File: src/core/output_config_pkg.sv
// Package with the register map, field layout and carriers of the output configuration bank.
package output_config_pkg;

  // Register indices; the APB byte address is four times the index.
  localparam logic [7:0] CLK_IDX [10] = '{8'h24, 8'h25, 8'h26, 8'h34, 8'h35,
                                         8'h44, 8'h45, 8'h54, 8'h64, 8'h65};
  localparam logic [7:0] REF_DELAY_IDX [8] = '{8'h28, 8'h29, 8'h2A, 8'h38,
                                              8'h39, 8'h48, 8'h49, 8'h58};
  localparam logic [7:0] REF_DRIVE_IDX [8] = '{8'h2C, 8'h2D, 8'h2E, 8'h3C,
                                              8'h3D, 8'h4C, 8'h4D, 8'h5C};
  localparam logic [7:0] CLK_GATE_LO_IDX = 8'h74;
  localparam logic [7:0] CLK_GATE_HI_IDX = 8'h75;
  localparam logic [7:0] REF_GATE_IDX = 8'h76;

  // Counts of outputs.
  localparam int NUM_CLK = 10;
  localparam int NUM_REF = 8;

  // Writable bit masks; every other bit is reserved and reads zero.
  localparam logic [7:0] CLK_MASK = 8'h9C;
  localparam logic [7:0] DELAY_MASK = 8'h7F;
  localparam logic [7:0] DRIVE_MASK = 8'hBC;
  localparam logic [7:0] GATE_LO_MASK = 8'hFF;
  localparam logic [7:0] GATE_HI_MASK = 8'h03;

  // Reset values; the source select of a delay register comes up set.
  localparam logic [7:0] CLK_RESET = 8'h00;
  localparam logic [7:0] DELAY_RESET = 8'h10;
  localparam logic [7:0] DRIVE_RESET = 8'h00;
  localparam logic [7:0] GATE_RESET = 8'h00;

  // Field positions shared by the clock and drive registers; the bias bit exists in the drive register only.
  localparam int PD_BIT = 7;
  localparam int BIAS_BIT = 5;
  localparam int FMT_BIT = 4;
  localparam int SWING_HI = 3;
  localparam int SWING_LO = 2;

  // Field positions of the delay register.
  localparam int FINE_HI = 6;
  localparam int FINE_LO = 5;
  localparam int SRC_BIT = 4;
  localparam int COARSE_HI = 3;
  localparam int COARSE_LO = 1;
  localparam int FINE_TOP_BIT = 0;

  // Coarse delay step of one code, in picoseconds.
  localparam int COARSE_STEP_PS = 254;

  // Address geometry of the APB slave.
  localparam int ADDR_W = 12;
  localparam int IDX_LO = 2;
  localparam int IDX_HI = 9;

  // Settings of one clock output.
  typedef struct packed {
    logic power_down;
    logic format;
    logic [1:0] swing;
    logic enable;
  } clock_cfg_s;

  // Settings of one SYSREF output.
  typedef struct packed {
    logic source_select;
    logic [2:0] coarse_delay;
    logic [2:0] fine_delay;
    logic power_down;
    logic bias_request;
    logic format;
    logic [1:0] swing;
    logic enable;
  } sysref_cfg_s;

endpackage

File: src/core/clock_output_slot.sv
// One clock output's swing, format and power register.
`timescale 1ns/1ps
`default_nettype none
module clock_output_slot (
  // Clock and reset.
  input wire logic clock,
  input wire logic sys_rst,
  // Register access.
  input wire logic write_en,
  input wire logic [7:0] write_data,
  output logic [7:0] read_data,
  // Enable bit held in the shared gate register.
  input wire logic gate,
  // Decoded settings.
  output output_config_pkg::clock_cfg_s cfg
);

  // Stored register with reserved bits kept at zero.
  logic [7:0] slot_reg;

  // Register update; reserved bits never store a one.
  always_ff @(posedge clock or posedge sys_rst) begin
    if (sys_rst) begin
      slot_reg <= output_config_pkg::CLK_RESET;
    end else if (write_en) begin
      slot_reg <= write_data & output_config_pkg::CLK_MASK;
    end
  end

  // Read back and field split.
  assign read_data = slot_reg;
  assign cfg.power_down = slot_reg[output_config_pkg::PD_BIT];
  assign cfg.format = slot_reg[output_config_pkg::FMT_BIT];
  assign cfg.swing = slot_reg[output_config_pkg::SWING_HI:output_config_pkg::SWING_LO];
  assign cfg.enable = gate;

endmodule
`default_nettype wire

File: src/core/sysref_output_slot.sv
// One SYSREF output's delay register and drive register.
`timescale 1ns/1ps
`default_nettype none
module sysref_output_slot (
  // Clock and reset.
  input wire logic clock,
  input wire logic sys_rst,
  // Register access.
  input wire logic delay_write_en,
  input wire logic drive_write_en,
  input wire logic [7:0] write_data,
  output logic [7:0] delay_read_data,
  output logic [7:0] drive_read_data,
  // Enable bit held in the shared gate register.
  input wire logic gate,
  // Decoded settings.
  output output_config_pkg::sysref_cfg_s cfg
);

  // Stored registers with reserved bits kept at zero.
  logic [7:0] delay_reg;
  logic [7:0] drive_reg;

  // Register update; each register has its own strobe.
  always_ff @(posedge clock or posedge sys_rst) begin
    if (sys_rst) begin
      delay_reg <= output_config_pkg::DELAY_RESET;
      drive_reg <= output_config_pkg::DRIVE_RESET;
    end else begin
      if (delay_write_en) begin
        delay_reg <= write_data & output_config_pkg::DELAY_MASK;
      end
      if (drive_write_en) begin
        drive_reg <= write_data & output_config_pkg::DRIVE_MASK;
      end
    end
  end

  // Read back and field split.
  assign delay_read_data = delay_reg;
  assign drive_read_data = drive_reg;
  assign cfg.source_select = delay_reg[output_config_pkg::SRC_BIT];
  assign cfg.coarse_delay = delay_reg[output_config_pkg::COARSE_HI:output_config_pkg::COARSE_LO];
  assign cfg.fine_delay = {delay_reg[output_config_pkg::FINE_TOP_BIT],
                           delay_reg[output_config_pkg::FINE_HI:output_config_pkg::FINE_LO]};
  assign cfg.power_down = drive_reg[output_config_pkg::PD_BIT];
  assign cfg.bias_request = drive_reg[output_config_pkg::BIAS_BIT];
  assign cfg.format = drive_reg[output_config_pkg::FMT_BIT];
  assign cfg.swing = drive_reg[output_config_pkg::SWING_HI:output_config_pkg::SWING_LO];
  assign cfg.enable = gate;

endmodule
`default_nettype wire

File: src/core/output_config_regs.sv
// APB register bank for the clock and SYSREF output configuration.
//
// Function
// - Clock swing code selects 250 to 1000mV.
// - Clock format bit selects LVDS or LVPECL.
// - Clock enable low holds output static low.
// - Ten clock outputs, each with own fields.
// - SYSREF fields exist for eight outputs only.
// - SYSREF registers hold delay, source, power, format, amplitude.
// - Delay register bit layout as specified.
// - Drive register bit layout as specified.
// - Shared register holds eight SYSREF enables.
// - Source select: own clock or central SYSREF.
// - Coarse delay adds value times 254ps.
// - SYSREF enable low holds output low.
//
// Local design decision: the APB slave port.
`timescale 1ns/1ps
`default_nettype none
module output_config_regs (
  // Clock and reset.
  input wire logic clock,
  input wire logic sys_rst,
  // APB slave.
  input wire logic psel,
  input wire logic penable,
  input wire logic pwrite,
  input wire logic [11:0] paddr,
  input wire logic [31:0] pwdata,
  input wire logic [3:0] pstrb,
  output logic [31:0] prdata,
  output logic pready,
  output logic pslverr,
  // Decoded settings of every output.
  output output_config_pkg::clock_cfg_s [9:0] clock_output_cfg,
  output output_config_pkg::sysref_cfg_s [7:0] sysref_output_cfg,
  // Outputs that are allowed to toggle.
  output logic [9:0] clock_output_live,
  output logic [7:0] sysref_output_live
);

  // Bus flops.
  logic [31:0] prdata_reg;
  logic pready_reg;
  logic pslverr_reg;

  // Shared enable registers.
  logic [7:0] clk_gate_lo_reg;
  logic [7:0] clk_gate_hi_reg;
  logic [7:0] ref_gate_reg;

  // Live flags, registered so the ports come from flops.
  logic [9:0] clk_live_reg;
  logic [7:0] ref_live_reg;

  // Decoded address and phases.
  wire logic [7:0] idx = paddr[output_config_pkg::IDX_HI:output_config_pkg::IDX_LO];
  wire logic addr_clean = (paddr[1:0] == 2'h0) && (paddr[11:10] == 2'h0);
  wire logic setup_phase = psel && !penable;
  wire logic write_edge = psel && penable && pready_reg && pwrite && pstrb[0];

  // Per-slot hits, strobes and masked read data.
  logic [9:0] clk_hit;
  logic [7:0] delay_hit;
  logic [7:0] drive_hit;
  logic [7:0] clk_rdata [10];
  logic [7:0] delay_rdata [8];
  logic [7:0] drive_rdata [8];
  logic [9:0] clk_gate;
  output_config_pkg::clock_cfg_s [9:0] clk_cfg;
  output_config_pkg::sysref_cfg_s [7:0] ref_cfg;

  // Hits on the shared registers.
  wire logic gate_lo_hit = addr_clean && (idx == output_config_pkg::CLK_GATE_LO_IDX);
  wire logic gate_hi_hit = addr_clean && (idx == output_config_pkg::CLK_GATE_HI_IDX);
  wire logic ref_gate_hit = addr_clean && (idx == output_config_pkg::REF_GATE_IDX);

  // Clock enables: first eight from the low register, msb first; E0 and E1 from the high one.
  assign clk_gate[8] = clk_gate_hi_reg[0];
  assign clk_gate[9] = clk_gate_hi_reg[1];

  // One slot per clock output.
  genvar gi;
  generate
    for (gi = 0; gi < output_config_pkg::NUM_CLK; gi++) begin : g_clk
      assign clk_hit[gi] = addr_clean && (idx == output_config_pkg::CLK_IDX[gi]);
      if (gi < 8) begin : g_lo
        assign clk_gate[gi] = clk_gate_lo_reg[7 - gi];
      end
      // Each clock output has independent fields.
      clock_output_slot u_slot (
        .clock(clock),
        .sys_rst(sys_rst),
        .write_en(write_edge && clk_hit[gi]),
        .write_data(pwdata[7:0]),
        .read_data(clk_rdata[gi]),
        .gate(clk_gate[gi]),
        .cfg(clk_cfg[gi])
      );
    end
  endgenerate

  // One slot per SYSREF output; channel E has none.
  generate
    for (gi = 0; gi < output_config_pkg::NUM_REF; gi++) begin : g_ref
      assign delay_hit[gi] = addr_clean && (idx == output_config_pkg::REF_DELAY_IDX[gi]);
      assign drive_hit[gi] = addr_clean && (idx == output_config_pkg::REF_DRIVE_IDX[gi]);
      // The two registers carry delay, source, power, format and amplitude.
      sysref_output_slot u_slot (
        .clock(clock),
        .sys_rst(sys_rst),
        .delay_write_en(write_edge && delay_hit[gi]),
        .drive_write_en(write_edge && drive_hit[gi]),
        .write_data(pwdata[7:0]),
        .delay_read_data(delay_rdata[gi]),
        .drive_read_data(drive_rdata[gi]),
        .gate(ref_gate_reg[7 - gi]),
        .cfg(ref_cfg[gi])
      );
    end
  endgenerate

  // Any known register at all.
  wire logic mapped = (|clk_hit) || (|delay_hit) || (|drive_hit) ||
                      gate_lo_hit || gate_hi_hit || ref_gate_hit;

  // Read selection: OR of every register masked by its hit.
  logic [7:0] read_sel;
  always_comb begin
    read_sel = 8'h00;
    // Slot registers.
    for (int i = 0; i < output_config_pkg::NUM_CLK; i++) begin
      read_sel = read_sel | (clk_rdata[i] & {8{clk_hit[i]}});
    end
    for (int i = 0; i < output_config_pkg::NUM_REF; i++) begin
      read_sel = read_sel | (delay_rdata[i] & {8{delay_hit[i]}});
      read_sel = read_sel | (drive_rdata[i] & {8{drive_hit[i]}});
    end
    // Shared enable registers.
    read_sel = read_sel | (clk_gate_lo_reg & {8{gate_lo_hit}});
    read_sel = read_sel | (clk_gate_hi_reg & {8{gate_hi_hit}});
    read_sel = read_sel | (ref_gate_reg & {8{ref_gate_hit}});
  end

  // APB answer: data and status are prepared in the setup cycle, ready in the first access cycle.
  always_ff @(posedge clock or posedge sys_rst) begin
    if (sys_rst) begin
      prdata_reg <= 32'h0000_0000;
      pready_reg <= 1'b0;
      pslverr_reg <= 1'b0;
    end else begin
      pready_reg <= setup_phase;
      pslverr_reg <= setup_phase && !mapped;
      // Upper bits read zero; a write phase returns zero.
      prdata_reg <= (setup_phase && !pwrite) ? {24'h00_0000, read_sel} : 32'h0000_0000;
    end
  end

  // Shared enable registers; all enables come up off.
  always_ff @(posedge clock or posedge sys_rst) begin
    if (sys_rst) begin
      clk_gate_lo_reg <= output_config_pkg::GATE_RESET;
      clk_gate_hi_reg <= output_config_pkg::GATE_RESET;
      ref_gate_reg <= output_config_pkg::GATE_RESET;
    end else if (write_edge) begin
      // Only the byte at the decoded index changes.
      if (gate_lo_hit) begin
        clk_gate_lo_reg <= pwdata[7:0] & output_config_pkg::GATE_LO_MASK;
      end
      if (gate_hi_hit) begin
        clk_gate_hi_reg <= pwdata[7:0] & output_config_pkg::GATE_HI_MASK;
      end
      if (ref_gate_hit) begin
        ref_gate_reg <= pwdata[7:0];
      end
    end
  end

  // Live flags: an output toggles only when enabled and powered up.
  always_ff @(posedge clock or posedge sys_rst) begin
    if (sys_rst) begin
      clk_live_reg <= 10'h000;
      ref_live_reg <= 8'h00;
    end else begin
      for (int i = 0; i < output_config_pkg::NUM_CLK; i++) begin
        clk_live_reg[i] <= clk_cfg[i].enable && !clk_cfg[i].power_down;
      end
      for (int i = 0; i < output_config_pkg::NUM_REF; i++) begin
        // Power-down wins over the enable.
        ref_live_reg[i] <= ref_cfg[i].enable && !ref_cfg[i].power_down;
      end
    end
  end

  // Ports driven from flops.
  assign prdata = prdata_reg;
  assign pready = pready_reg;
  assign pslverr = pslverr_reg;
  assign clock_output_cfg = clk_cfg;
  assign sysref_output_cfg = ref_cfg;
  assign clock_output_live = clk_live_reg;
  assign sysref_output_live = ref_live_reg;

  // Byte addresses used by the checks below.
  wire logic [11:0] clk0_addr = {2'h0, output_config_pkg::CLK_IDX[0], 2'h0};
  wire logic [11:0] delay0_addr = {2'h0, output_config_pkg::REF_DELAY_IDX[0], 2'h0};
  wire logic [11:0] drive0_addr = {2'h0, output_config_pkg::REF_DRIVE_IDX[0], 2'h0};
  wire logic [11:0] gate_addr = {2'h0, output_config_pkg::REF_GATE_IDX, 2'h0};
  wire logic wr_done = psel && penable && pready && pwrite && pstrb[0];
  wire logic [11:0] gate_lo_addr = {2'h0, output_config_pkg::CLK_GATE_LO_IDX, 2'h0};
  wire logic [11:0] gate_hi_addr = {2'h0, output_config_pkg::CLK_GATE_HI_IDX, 2'h0};

  // A write to the first clock slot sets its swing.
  property p_clk_swing;
    @(posedge clock) disable iff (sys_rst)
    (wr_done && paddr == clk0_addr) |=> (clock_output_cfg[0].swing == $past(pwdata[3:2]));
  endproperty
  a_clk_swing: assert property (p_clk_swing) else $error("clock swing not stored");

  // A write to the first clock slot sets its format.
  property p_clk_format;
    @(posedge clock) disable iff (sys_rst)
    (wr_done && paddr == clk0_addr) |=> (clock_output_cfg[0].format == $past(pwdata[4]));
  endproperty
  a_clk_format: assert property (p_clk_format) else $error("clock format not stored");

  // A disabled clock output is not live one cycle later.
  property p_clk_off;
    @(posedge clock) disable iff (sys_rst)
    !clock_output_cfg[9].enable |=> !clock_output_live[9];
  endproperty
  a_clk_off: assert property (p_clk_off) else $error("disabled clock output live");

  // The would-be SYSREF E register is unmapped and errors.
  property p_no_ref_e;
    @(posedge clock) disable iff (sys_rst)
    (psel && !penable && paddr == 12'h1A0) |=> (pready && pslverr);
  endproperty
  a_no_ref_e: assert property (p_no_ref_e) else $error("SYSREF E access not refused");

  // Delay register fields land at their bit positions.
  property p_delay_layout;
    @(posedge clock) disable iff (sys_rst)
    (wr_done && paddr == delay0_addr) |=>
      (sysref_output_cfg[0].fine_delay == {$past(pwdata[0]), $past(pwdata[6:5])}) &&
      (sysref_output_cfg[0].coarse_delay == $past(pwdata[3:1])) &&
      (sysref_output_cfg[0].source_select == $past(pwdata[4]));
  endproperty
  a_delay_layout: assert property (p_delay_layout) else $error("delay layout wrong");

  // Drive register fields land at their bit positions.
  property p_drive_layout;
    @(posedge clock) disable iff (sys_rst)
    (wr_done && paddr == drive0_addr) |=>
      (sysref_output_cfg[0].power_down == $past(pwdata[7])) &&
      (sysref_output_cfg[0].bias_request == $past(pwdata[5])) &&
      (sysref_output_cfg[0].swing == $past(pwdata[3:2]));
  endproperty
  a_drive_layout: assert property (p_drive_layout) else $error("drive layout wrong");

  // Bit 7 of the gate register enables A0 and bit 0 enables D.
  property p_gate_map;
    @(posedge clock) disable iff (sys_rst)
    (wr_done && paddr == gate_addr) |=>
      (sysref_output_cfg[0].enable == $past(pwdata[7])) &&
      (sysref_output_cfg[7].enable == $past(pwdata[0]));
  endproperty
  a_gate_map: assert property (p_gate_map) else $error("SYSREF enable map wrong");

  // A SYSREF output powered down for two cycles is not live in the next cycle.
  property p_pd_off;
    @(posedge clock) disable iff (sys_rst)
    sysref_output_cfg[3].power_down [*2] |=> !sysref_output_live[3];
  endproperty
  a_pd_off: assert property (p_pd_off) else $error("powered-down SYSREF live");

  // Reserved bit 7 of a delay register reads zero.
  property p_reserved_zero;
    @(posedge clock) disable iff (sys_rst)
    (psel && !penable && !pwrite && paddr == delay0_addr) |=> (prdata[31:7] == 25'h0);
  endproperty
  a_reserved_zero: assert property (p_reserved_zero) else $error("reserved bit set");

  // Bit 7 of the low clock enable register drives A0 and bit 0 drives D.
  property p_clk_gate_lo;
    @(posedge clock) disable iff (sys_rst)
    (wr_done && paddr == gate_lo_addr) |=>
      (clock_output_cfg[0].enable == $past(pwdata[7])) &&
      (clock_output_cfg[7].enable == $past(pwdata[0]));
  endproperty
  a_clk_gate_lo: assert property (p_clk_gate_lo) else $error("clock enable map wrong");

  // E0 and E1 take their enables from the two low bits of the high register.
  property p_clk_gate_hi;
    @(posedge clock) disable iff (sys_rst)
    (wr_done && paddr == gate_hi_addr) |=>
      (clock_output_cfg[8].enable == $past(pwdata[0])) &&
      (clock_output_cfg[9].enable == $past(pwdata[1]));
  endproperty
  a_clk_gate_hi: assert property (p_clk_gate_hi) else $error("E clock enable map wrong");

  // An enabled, powered-up SYSREF output is live one cycle later.
  property p_ref_on;
    @(posedge clock) disable iff (sys_rst)
    (sysref_output_cfg[0].enable && !sysref_output_cfg[0].power_down) |=>
      sysref_output_live[0];
  endproperty
  a_ref_on: assert property (p_ref_on) else $error("enabled SYSREF output not live");

  // A disabled SYSREF output is held low.
  property p_ref_off;
    @(posedge clock) disable iff (sys_rst)
    !sysref_output_cfg[7].enable |=> !sysref_output_live[7];
  endproperty
  a_ref_off: assert property (p_ref_off) else $error("disabled SYSREF output live");

  // A refused write leaves every setting as it was.
  property p_refused_write;
    @(posedge clock) disable iff (sys_rst)
    (wr_done && pslverr) |=> ($stable(clock_output_cfg) && $stable(sysref_output_cfg));
  endproperty
  a_refused_write: assert property (p_refused_write) else $error("refused write stored");

  // An unmapped read answers with an error and zero data.
  property p_hole_read;
    @(posedge clock) disable iff (sys_rst)
    (psel && !penable && !pwrite && !mapped) |=> (pslverr && prdata == 32'h0000_0000);
  endproperty
  a_hole_read: assert property (p_hole_read) else $error("unmapped read not refused");

  // Reserved bits 6 and 1:0 of a drive register read zero.
  property p_drive_reserved;
    @(posedge clock) disable iff (sys_rst)
    (psel && !penable && !pwrite && paddr == drive0_addr) |=>
      (prdata[6] == 1'b0) && (prdata[1:0] == 2'h0);
  endproperty
  a_drive_reserved: assert property (p_drive_reserved) else $error("drive reserved set");

  // Main scenarios.
  c_ref_write: cover property (@(posedge clock) disable iff (sys_rst)
    wr_done && paddr == drive0_addr);
  c_ref_live: cover property (@(posedge clock) disable iff (sys_rst) sysref_output_live[0]);
  c_unmapped: cover property (@(posedge clock) disable iff (sys_rst) pready && pslverr);
  c_clk_live: cover property (@(posedge clock) disable iff (sys_rst) clock_output_live[9]);
  c_strobe_off: cover property (@(posedge clock) disable iff (sys_rst)
    psel && penable && pready && pwrite && !pstrb[0]);

endmodule
`default_nettype wire

File: config.mk
export PLATFORM = sky130hd
export DESIGN_NAME = output_config_regs
export DESIGN_NICKNAME = d
export VERILOG_FILES = /design/src/core/output_config_pkg.sv /design/src/core/clock_output_slot.sv /design/src/core/sysref_output_slot.sv /design/src/core/output_config_regs.sv
export SDC_FILE = /design/constraint.sdc
export NUM_CORES = 1
export LEC_CHECK = 0
export ABC_AREA = 1
export BUFFER_PORTS_ARGS = -buffer_cell sky130_fd_sc_hd__clkbuf_2
export CORE_MARGIN = 2
export CORE_UTILIZATION = 52
export DETAILED_ROUTE_END_ITERATION = 6
export PLACE_DENSITY = 0.8
export SYNTH_ARGS = -nofsm -noshare
export SYNTH_HDL_FRONTEND = slang
export SYNTH_SLANG_ARGS = --single-unit
export TNS_END_PERCENT = 50
File: constraint.sdc
create_clock -name clock -period 8.5 [get_ports clock]
set_input_delay 1.7 -clock clock [delete_from_list [all_inputs] [get_ports clock]]
set_output_delay 1.7 -clock clock [all_outputs]
set_load 0.005 [all_outputs]
* After elaboration in Yosys (flattened, before gate mapping)
Cells that the tools add are included.
** Word-level totals
- Bits in registers :: 182
- Bits of input ports :: 53
- Output and inout port bits :: 206
- Logic and storage cells :: 236
** Operators by class
- Eq/ne operators :: 29
- Mux-type cells :: 1
- Bitwise logic cells :: 57
- Reductions and logical operators :: 115
** Operator list (count)
- 8-bit OR :: 28
- 8-bit AND :: 20
- 8-bit by 6-bit == test with 1-bit output, second input constant :: 15
- 8-bit by 7-bit == test with 1-bit output, second input constant :: 14
- 1-bit logical AND :: 81
- 7-bit by 8-bit AND with 8-bit output :: 8
- 1-bit logical NOT :: 21
- 8-bit OR reduction :: 2
- 10-bit OR reduction :: 1
- 2-bit by 8-bit AND with 8-bit output :: 1
- 8-bit 2-to-1 mux :: 1
- 2-bit AND reduction :: 3
- 1-bit logical OR :: 5
- 2-bit logical NOT :: 2

* Longest topological paths before layout
Gate-level depths: netlist of run 1.
- Depth in word-level cells :: 33
- Depth in mapped cells :: 12
- Depth with buffers taken out :: 12

* Hierarchy
Synthesis of run 1 repeated with hierarchy kept, for this count alone.
** Second synthesis, totals
- Cells, all modules :: 1601
- Area, all modules :: 11410.9 um^2
** By module, submodules not included
- sysref_output_slot :: times used 8, cells an instance 70, area an instance 590.6 um^2, sequential area each 301.5 um^2
- output_config_regs :: times used 1, cells an instance 761, area an instance 4446.8 um^2, sequential area each 1151.1 um^2
- clock_output_slot :: times used 10, cells an instance 28, area an instance 224.0 um^2, sequential area each 100.1 um^2

* Worst setup path before layout of run 1
Ideal clock, no wire load.
- Kind :: in2reg
- From :: input paddr[1]
- To :: register g_ref[0].u_slot.delay_reg[0]
- Library setup time :: 0.130 ns
- Arrival :: 2.711 ns
- Data required time :: 8.370 ns
- Slack :: 5.660 ns
- Stages :: 9
- Path buffers :: 1
- Cell sequence :: nor2_2 > nand2_4 > nor2_4 > inv_2 > nor2_4 > nand2_2 > buf_2 > nand2_1 > o21ai_1
** Between the ends
- Word-level cells in the longest chain between the ends :: 4
** Ends and longest elaborated chain
- start, declared :: RTL line output_config_regs.sv:28 : input wire logic [11:0] paddr,
- 2-bit logical NOT :: RTL line output_config_regs.sv:58 : wire logic addr_clean = (paddr[1:0] == 2'h0) && (paddr[11:10] == 2'h0);
- 1-bit logical AND :: RTL line output_config_regs.sv:58
- 1-bit logical AND :: RTL line output_config_regs.sv:106 : assign delay_hit[gi] = addr_clean && (idx == output_config_pkg::REF_DELAY_IDX[gi]);
- 1-bit logical AND :: RTL line output_config_regs.sv:112 : .delay_write_en(write_edge && delay_hit[gi]),
- end signal, assigned :: RTL line sysref_output_slot.sv:27 : delay_reg <= output_config_pkg::DELAY_RESET;
- end signal, assigned :: RTL line sysref_output_slot.sv:31 : delay_reg <= write_data & output_config_pkg::DELAY_MASK;
- end, declared :: RTL line sysref_output_slot.sv:21 : logic [7:0] delay_reg;
Every way passes these cells.
A chain may end at the register's enable or synchronous reset.

* Final worst setup path of run 1
- From :: input paddr[1]
- To :: register g_ref[6].u_slot.delay_reg[2]
** Between the ends
- Word-level cells in the longest chain between the ends :: 4
** Ends and longest elaborated chain (RTL line)
- 2-bit logical NOT :: output_config_regs.sv:58
- 1-bit logical AND :: output_config_regs.sv:58
- 1-bit logical AND :: output_config_regs.sv:106
- 1-bit logical AND :: output_config_regs.sv:112
- end signal, assigned :: sysref_output_slot.sv:27
- end signal, assigned :: sysref_output_slot.sv:31
- end, declared :: sysref_output_slot.sv:21
Every way passes these cells.

==> impl_metrics.toml, run 1 <==
[worst_setup_path]
cp_data_arrival_time_ns = 3.76
setup.worst_path.class = "in2reg"
crit_path_end_kind = "flop"
crit_required_ns = 8.79
setup.worst_path.start_class = "input pin"
critPathTopFamily = "simple AND/OR/NAND/NOR gates"
crit_path_max_fanout = 34
max_stage_delay_ns = 0.75
cell_with_the_most_instances_on_the_worst_path = "sky130_fd_sc_hd__nand2_1"
timing.critical_path.cells = "clkbuf_2 > nor2_2 > nand2_4 > nor2_4 > nand2_1 > inv_2 > nand2_1 > nand2_1 > o21ai_1"
timing.critical_path.buf_inv = 2
critical-path-slowest-cell = "sky130_fd_sc_hd__nor2_4"

[global_routing]
grt_first_pass_wirelength_um = 43700
grt_start_max_net_pins = 65
antenna_found_initial = 0
via_count_of_the_first_global_routing_pass = 7653
grt_use_total_pct = 32.2
gr-total-overflow = 0

[timing]
tightest_slew_ns = 1.17
post-route-worst-setup-slack_ns = 5.03
fmax_mhz = 288
pins_over_their_slew_limit = 0
setup_viol = 0
timing.clock.skew_ns = 0.00823
max_slew_headroom_pct = 22.1
final.setup.tns_ns = 0
layout_min_cycle_time_ns = 3.47
crit_share_post_route_pct = 40.8
total_count_of_hold_check_failures_in_the_final_report = 0
unrepaired_setup_endpoints_after_global_routing = "no"

[power_and_ir_drop]
sequentialPowerShare_pct = 48.3
ir_worst_vdd_mv = 0.151
p_clk_share_pct = 48.3
power.internal_uw = 1380
power.switching_fraction_pct = 23.1
cellLeakagePower_uw = 0.00542
combinational_power_share_pct = 3.4
power-per-cell-area_nw_per_um2 = 175
power.net_switching_uw = 415

[detailed_routing]
post_drt_wl_per_cell_um = 19.7
wl_um = 28600
num_vias = 8382
ant_nets = 0
first_iter_violations = 1280
drt_drc_violations_left = 0
first_pass_iters = 6
drt-vias-per-instance = 5.78

[clock_tree]
cts-root-buf = "sky130_fd_sc_hd__clkbuf_16"
postCtsHoldBufs = 0
clk_lat_worst_skew_ns = 0.44
htree_levels = 4
tritoncts = "built"
clkSlewWorstSetupHoldPaths_ns = 0.07
post_cts.repair.setup_buffers = 0
cts_repair_resize_count = 0
clock_buffer_count_from_cts = 17
ctsLongestPathBuffers = 2
numClockSinks = 182

[placed_design]
place.port_buffers = 207
place.detailed.hpwl_um = 19800
dpl-instance-area_um2 = 9610
finalWeightedCongestion = 0.939
detailedPlace.worstSlack_ns = 4.63

[synth]
synthFlopType = "sky130_fd_sc_hd__dfrtp_1"
postSynthCellCount = 1047
synth.ff_latch_count = 182
synth-warning-count = 0
netlist-cell-type-count = 27
synth-edff-count = 0
ys_seq_area_share_pct = 52.4
syn_area_um2 = 8710
syn_area_per_cell_um2 = 8.32
synth-async-reset-ratio_pct = 100

[final_layout]
max_ffs_per_register = 56
area_taken_by_multi_input_logic_gates_um2 = 3420
core_utilization_of_the_finished_layout_pct = 62.2
stdcell_area_um2 = 10200
finalNetCount = 1270
area.growth.synth_to_final_pct = 17.6
n_fill_cell = 1423
drive_above_1_share_pct = 25.0
register_area_um2 = 4560
diodes = 0

[floorplan]
start_util_pct = 52.9
core-area_um2 = 16500
die_height_um = 133
dieArea_um2 = 17800
pin_count = 259
die_w_um = 133
floorplan.rows = 47

[hold_path]
holdCritPathClass = "reg2reg"

[status]
status = "finished, final reports clean"

[job]
cap_viol_max_count = 0
-- cells by family after synthesis --
kind of cell    after synthesis  share of synthesized area, %
simple gates                541                          28.2
flops                       182                          52.4
compound gates              174                          10.0
buf+inv                     149                          9.31
other cells                   1                        0.0431
-- worst paths after layout --
path | startpoint | endpoint | slack, ns | cells after the start
max in group asynchronous | sys_rst | g_ref[3].u_slot.delay_read_data[2] | 6.00 | 3
setup / recovery | paddr[1] | g_ref[6].u_slot.delay_read_data[2] | 5.03 | 9
min in group asynchronous | sys_rst | sysref_output_live[3] | 1.31 | 2
setup reg to reg | pready | g_ref[3].u_slot.delay_read_data[3] | 6.52 | 6
hold reg to reg | g_ref[7].u_slot.delay_read_data[4] | g_ref[7].u_slot.delay_read_data[4] | 0.49 | 2
hold / removal | g_ref[7].u_slot.delay_read_data[4] | g_ref[7].u_slot.delay_read_data[4] | 0.49 | 2
-- metal layers --
layer | vias to the layer above | share of wire (%) | global-route usage, % | wire, um
met5 | - | 0 | 0 | 0
met4 | 0 | 4.2 | 13.1 | 1190
met3 | 103 | 12 | 8.26 | 3400
met2 | 612 | 46 | 48.8 | 13000
met1 | 3973 | 38 | 44.4 | 11000
li1 | 3694 | - | - | -
-- cell usage after synthesis, types with 7 or more instances --
library cell,count,area [um2]
sky130_fd_sc_hd__clkbuf_1,13,48.8
sky130_fd_sc_hd__nand2_1,289,1080
sky130_fd_sc_hd__nor2_2,10,62.6
sky130_fd_sc_hd__nand2_2,7,43.8
sky130_fd_sc_hd__nand3_1,125,626
sky130_fd_sc_hd__nand3_2,7,70.1
sky130_fd_sc_hd__o21ai_1,57,285
sky130_fd_sc_hd__nor2_1,74,278
sky130_fd_sc_hd__buf_4,53,398
sky130_fd_sc_hd__nor2_4,7,78.8
sky130_fd_sc_hd__dfstp_2,8,210
sky130_fd_sc_hd__dfrtp_1,174,4350
sky130_fd_sc_hd__buf_2,21,105
sky130_fd_sc_hd__o21ai_0,111,556
sky130_fd_sc_hd__inv_2,9,33.8
sky130_fd_sc_hd__inv_1,50,188
-- layout make-up --
cell class                      count  share of cell area [%]
Inverter                           59                    2.21
Timing Repair Buffer              218                    10.9
Tap cell                          220                    2.69
Clock inverter                     13                    1.87
Multi-Input combinational cell    739                    33.4
Clock buffer                       19                    4.32
Sequential cell                   182                    44.6
-- cells in the final DEF, fill, tap and decap left out --
cell type | synthesis | final
sky130_fd_sc_hd__nor3_1 | 3 | 3
sky130_fd_sc_hd__nand4_1 | 6 | 6
sky130_fd_sc_hd__nand2_1 | 289 | 289
sky130_fd_sc_hd__clkbuf_1 | 13 | 1
sky130_fd_sc_hd__nand2_2 | 7 | 7
sky130_fd_sc_hd__dfstp_2 | 8 | 8
sky130_fd_sc_hd__clkinv_2 | 0 | 1
sky130_fd_sc_hd__clkinvlp_4 | 0 | 3
sky130_fd_sc_hd__conb_1 | 1 | 24
sky130_fd_sc_hd__a21oi_1 | 5 | 5
sky130_fd_sc_hd__clkbuf_16 | 0 | 17
sky130_fd_sc_hd__inv_2 | 9 | 9
sky130_fd_sc_hd__nand3b_1 | 2 | 2
sky130_fd_sc_hd__nor2_1 | 74 | 74
sky130_fd_sc_hd__inv_6 | 0 | 6
sky130_fd_sc_hd__clkbuf_8 | 0 | 1
sky130_fd_sc_hd__dfrtp_1 | 174 | 174
sky130_fd_sc_hd__nor2_2 | 10 | 9
sky130_fd_sc_hd__inv_1 | 50 | 49
sky130_fd_sc_hd__clkbuf_2 | 0 | 207
sky130_fd_sc_hd__o21ai_0 | 111 | 111
sky130_fd_sc_hd__o21ai_1 | 57 | 57
sky130_fd_sc_hd__nor3b_1 | 1 | 1
sky130_fd_sc_hd__nand3_4 | 4 | 4
sky130_fd_sc_hd__nor2_4 | 7 | 8
sky130_fd_sc_hd__nand3_2 | 7 | 7
sky130_fd_sc_hd__o22ai_1 | 1 | 1
sky130_fd_sc_hd__nand3_1 | 125 | 125
sky130_fd_sc_hd__nand2_4 | 6 | 6
sky130_fd_sc_hd__bufinv_16 | 0 | 4
sky130_fd_sc_hd__buf_4 | 53 | 11
-- power by group through the flow --
| stage | Clock, uW | Sequential, uW | Combinational [uW] |
|---|---|---|---|
| floorplan | 0 | 884 | 45.4 |
| finish | 867 | 867 | 61.5 |
| global placement | 0 | 883 | 60.4 |
| CTS | 862 | 867 | 61.4 |
| global route | 897 | 866 | 68.1 |
| detailed placement | 0 | 883 | 61.3 |
-- worst min-delay path, delay by kind of cell (launching register included) --
kind	cells	cell delay, ns
flip-flops	1	0.38
AND/OR/NAND/NOR	1	0.06
AO/OA/AOI/OAI	1	0.05
-- stage by stage --
| stage | hold WS [ns] | std cells | power, uW |
|---|---|---|---|
| global placement | 0.469 | 1418 | 944 |
| global route | 0.514 | 1450 | 1830 |
| finish | 0.492 | 1450 | 1800 |
| CTS | 0.493 | 1450 | 1790 |
| floorplan | 0.464 | 1070 | 929 |
| detailed placement | 0.482 | 1418 | 944 |
(Power assumes the default switching activity.)
==> run 2, diff against run 1 <==
--- a/config.mk
+++ b/config.mk
@@ -8,9 +8,9 @@
 export ABC_AREA = 1
 export BUFFER_PORTS_ARGS = -buffer_cell sky130_fd_sc_hd__clkbuf_2
 export CORE_MARGIN = 2
-export CORE_UTILIZATION = 52
+export CORE_UTILIZATION = 47
 export DETAILED_ROUTE_END_ITERATION = 6
-export PLACE_DENSITY = 0.8
+export PLACE_DENSITY = 0.77
 export SYNTH_ARGS = -nofsm -noshare
 export SYNTH_HDL_FRONTEND = slang
 export SYNTH_SLANG_ARGS = --single-unit
==> constraint.sdc (replaced) <==
create_clock -name clock -period 2.8 [get_ports clock]
set_input_delay 0.56 -clock clock [delete_from_list [all_inputs] [get_ports clock]]
set_output_delay 0.56 -clock clock [all_outputs]
set_load 0.005 [all_outputs]
==> run 2 against run 1 <==
Effect of this change: the flow now finishes with violations (DRC); core utilization fell by 4.8 points; cell area is 1.4% higher; wire length increased by 1.2%; global-route usage shrank 2.2 points; critical path type unchanged; count of clock-buffer cells in the layout rose by 3; combinational power rose to 3.2 times the previous value; highest routed layer unchanged.
==> impl_metrics.toml, run 2 (synthesized netlist as in run 1, its figures left out) <==
[status]
status = "complete, but fails checks"
violations = "DRC"

[power_and_ir_drop]
post-layout-total-power_uw = 5260
power-per-cell-area_nw_per_um2 = 506
cellLeakagePower_uw = 0.00550
ir_worst_vdd_mv = 0.448

[floorplan]
start_util_pct = 48.1
die_w_um = 140
core-area_um2 = 18100
die_height_um = 140
pin_count = 259
floorplan.rows = 49
dieArea_um2 = 19600

[final_layout]
mostFrequentLayoutCell = "sky130_fd_sc_hd__nand2_1"
drive_above_1_share_pct = 25.9
n_fill_cell = 1642
core_utilization_of_the_finished_layout_pct = 57.4
max_ffs_per_register = 56
area.growth.synth_to_final_pct = 19.3
finalNetCount = 1287
diodes = 0
layout_common_cells = "sky130_fd_sc_hd__nand2_1, sky130_fd_sc_hd__clkbuf_2, sky130_fd_sc_hd__dfrtp_1, sky130_fd_sc_hd__nand3_1, sky130_fd_sc_hd__o21ai_0"
layoutNonFillerInstCount = 1476

[placed_design]
place_inst = 1444
place.detailed.hpwl_um = 21000
finalWeightedCongestion = 0.938
place.port_buffers = 207

[timing]
layout_min_cycle_time_ns = 1.93
fmax_mhz = 517
max_slew_headroom_pct = 48.9
crit_share_post_route_pct = 69.1
setup_viol = 0
total_count_of_hold_check_failures_in_the_final_report = 0
pins_over_their_slew_limit = 0
unrepaired_setup_endpoints_after_global_routing = "no"
timing.clock.skew_ns = 0.0118
tightest_slew_ns = 0.766

[clock_tree]
cts-root-buf = "sky130_fd_sc_hd__clkbuf_16"
tritoncts = "built"
clock_buffer_count_from_cts = 17
ctsLongestPathBuffers = 2
htree_levels = 4
clk_lat_worst_skew_ns = 0.45
clkSlewWorstSetupHoldPaths_ns = 0.07
numClockSinks = 182
postCtsHoldBufs = 0
cts_repair_resize_count = 0
post_cts.repair.setup_buffers = 0

[global_routing]
grt_first_pass_wirelength_um = 44600
via_count_of_the_first_global_routing_pass = 7581
antenna_found_initial = 0
grt_start_max_net_pins = 108
grt_use_total_pct = 30.0
gr-total-overflow = 0

[worst_setup_path]
crit_path_end_kind = "flop"
cell_with_the_most_instances_on_the_worst_path = "sky130_fd_sc_hd__nor2_1"
critical-path-slowest-cell = "sky130_fd_sc_hd__nor2_4"
worstRegToRegCells = 4
crit_required_ns = 3.16
timing.critical_path.cells = "clkbuf_2 > nor2_2 > nand2_4 > nor2_4 > buf_4 > nand3_1 > o21ai_0 > nor2_1 > nand2_1 > nor2_1 > nor2_1"
setup.worst_path.class = "in2reg"
crit_path_max_fanout = 16
setup.worst_path.start_class = "input pin"
cp_data_arrival_time_ns = 2.30
max_stage_delay_ns = 0.39

[detailed_routing]
first_iter_violations = 898
post_drt_wl_per_cell_um = 19.6
ant_nets = 0
drt_drc_violations_left = 16
wl_um = 28900
first_pass_iters = 7
num_vias = 8116
drt-vias-per-instance = 5.50

[job]
cap_viol_max_count = 0

[hold_path]
holdCritPathClass = "in2async"
## run 2: final timing paths
| check | startpoint | endpoint | slack, ns |
|---|---|---|---|
| max reg2reg | pready | g_ref[3].u_slot.delay_read_data[2] | 0.96 |
| max | paddr[11] | prdata[7] | 0.87 |
| min in group clock | penable | pready | 0.31 |
| min reg2reg | g_ref[7].u_slot.delay_read_data[4] | g_ref[7].u_slot.delay_read_data[4] | 0.49 |
| max in group asynchronous | sys_rst | g_ref[7].u_slot.delay_read_data[6] | 2.06 |
| min | sys_rst | g_ref[5].u_slot.drive_read_data[3] | 0.23 |
## run 2: area by class of cell
type,count,area [um2],area share [%]
clock inverter,10,124,1.19
sequential,182,4560,44.0
inverter,59,225,2.17
clock buffer,22,464,4.47
timing repair buffer,235,1300,12.5
multi-input combinational,739,3420,33.0
tap,229,287,2.76
## run 2: worst max-delay path, delay by kind of cell
kind	cells	cell delay, ns
buffers and inverters	2	0.39
AOI/OAI and AO/OA	1	0.17
and+or+nand+nor	8	1.16
## run 2: report_power, final
group	switching (uW)	internal [uW]
sequential	0.975	2630
clock	1060	1370
combinational	160	38.8
## run 2: per-stage QoR
stage / area (um2) / hold slack (ns) / worst slack (ns) / setup TNS, ns
CTS: 10400 / 0.251 / 0.924 / 0
detailed placement: 9800 / 0.484 / 0.460 / 0
global placement: 9800 / 0.473 / 0.514 / 0
finish: 10400 / 0.230 / 0.867 / 0
floorplan: 8800 / 0.464 / -0.0900 / -15.67
global route: 10400 / 0.290 / 0.712 / 0
## run 2: per-layer routing
| layer | track usage [%] | part of all wire, % | vias to the layer above | routed length [um] |
|---|---|---|---|---|
| met3 | 7.28 | 11 | 71 | 3230 |
| li1 | - | - | 3725 | - |
| met5 | 0 | 0 | - | 0 |
| met2 | 45.7 | 45 | 495 | 13000 |
| met4 | 12.1 | 3.8 | 0 | 1090 |
| met1 | 41.6 | 40 | 3825 | 11600 |
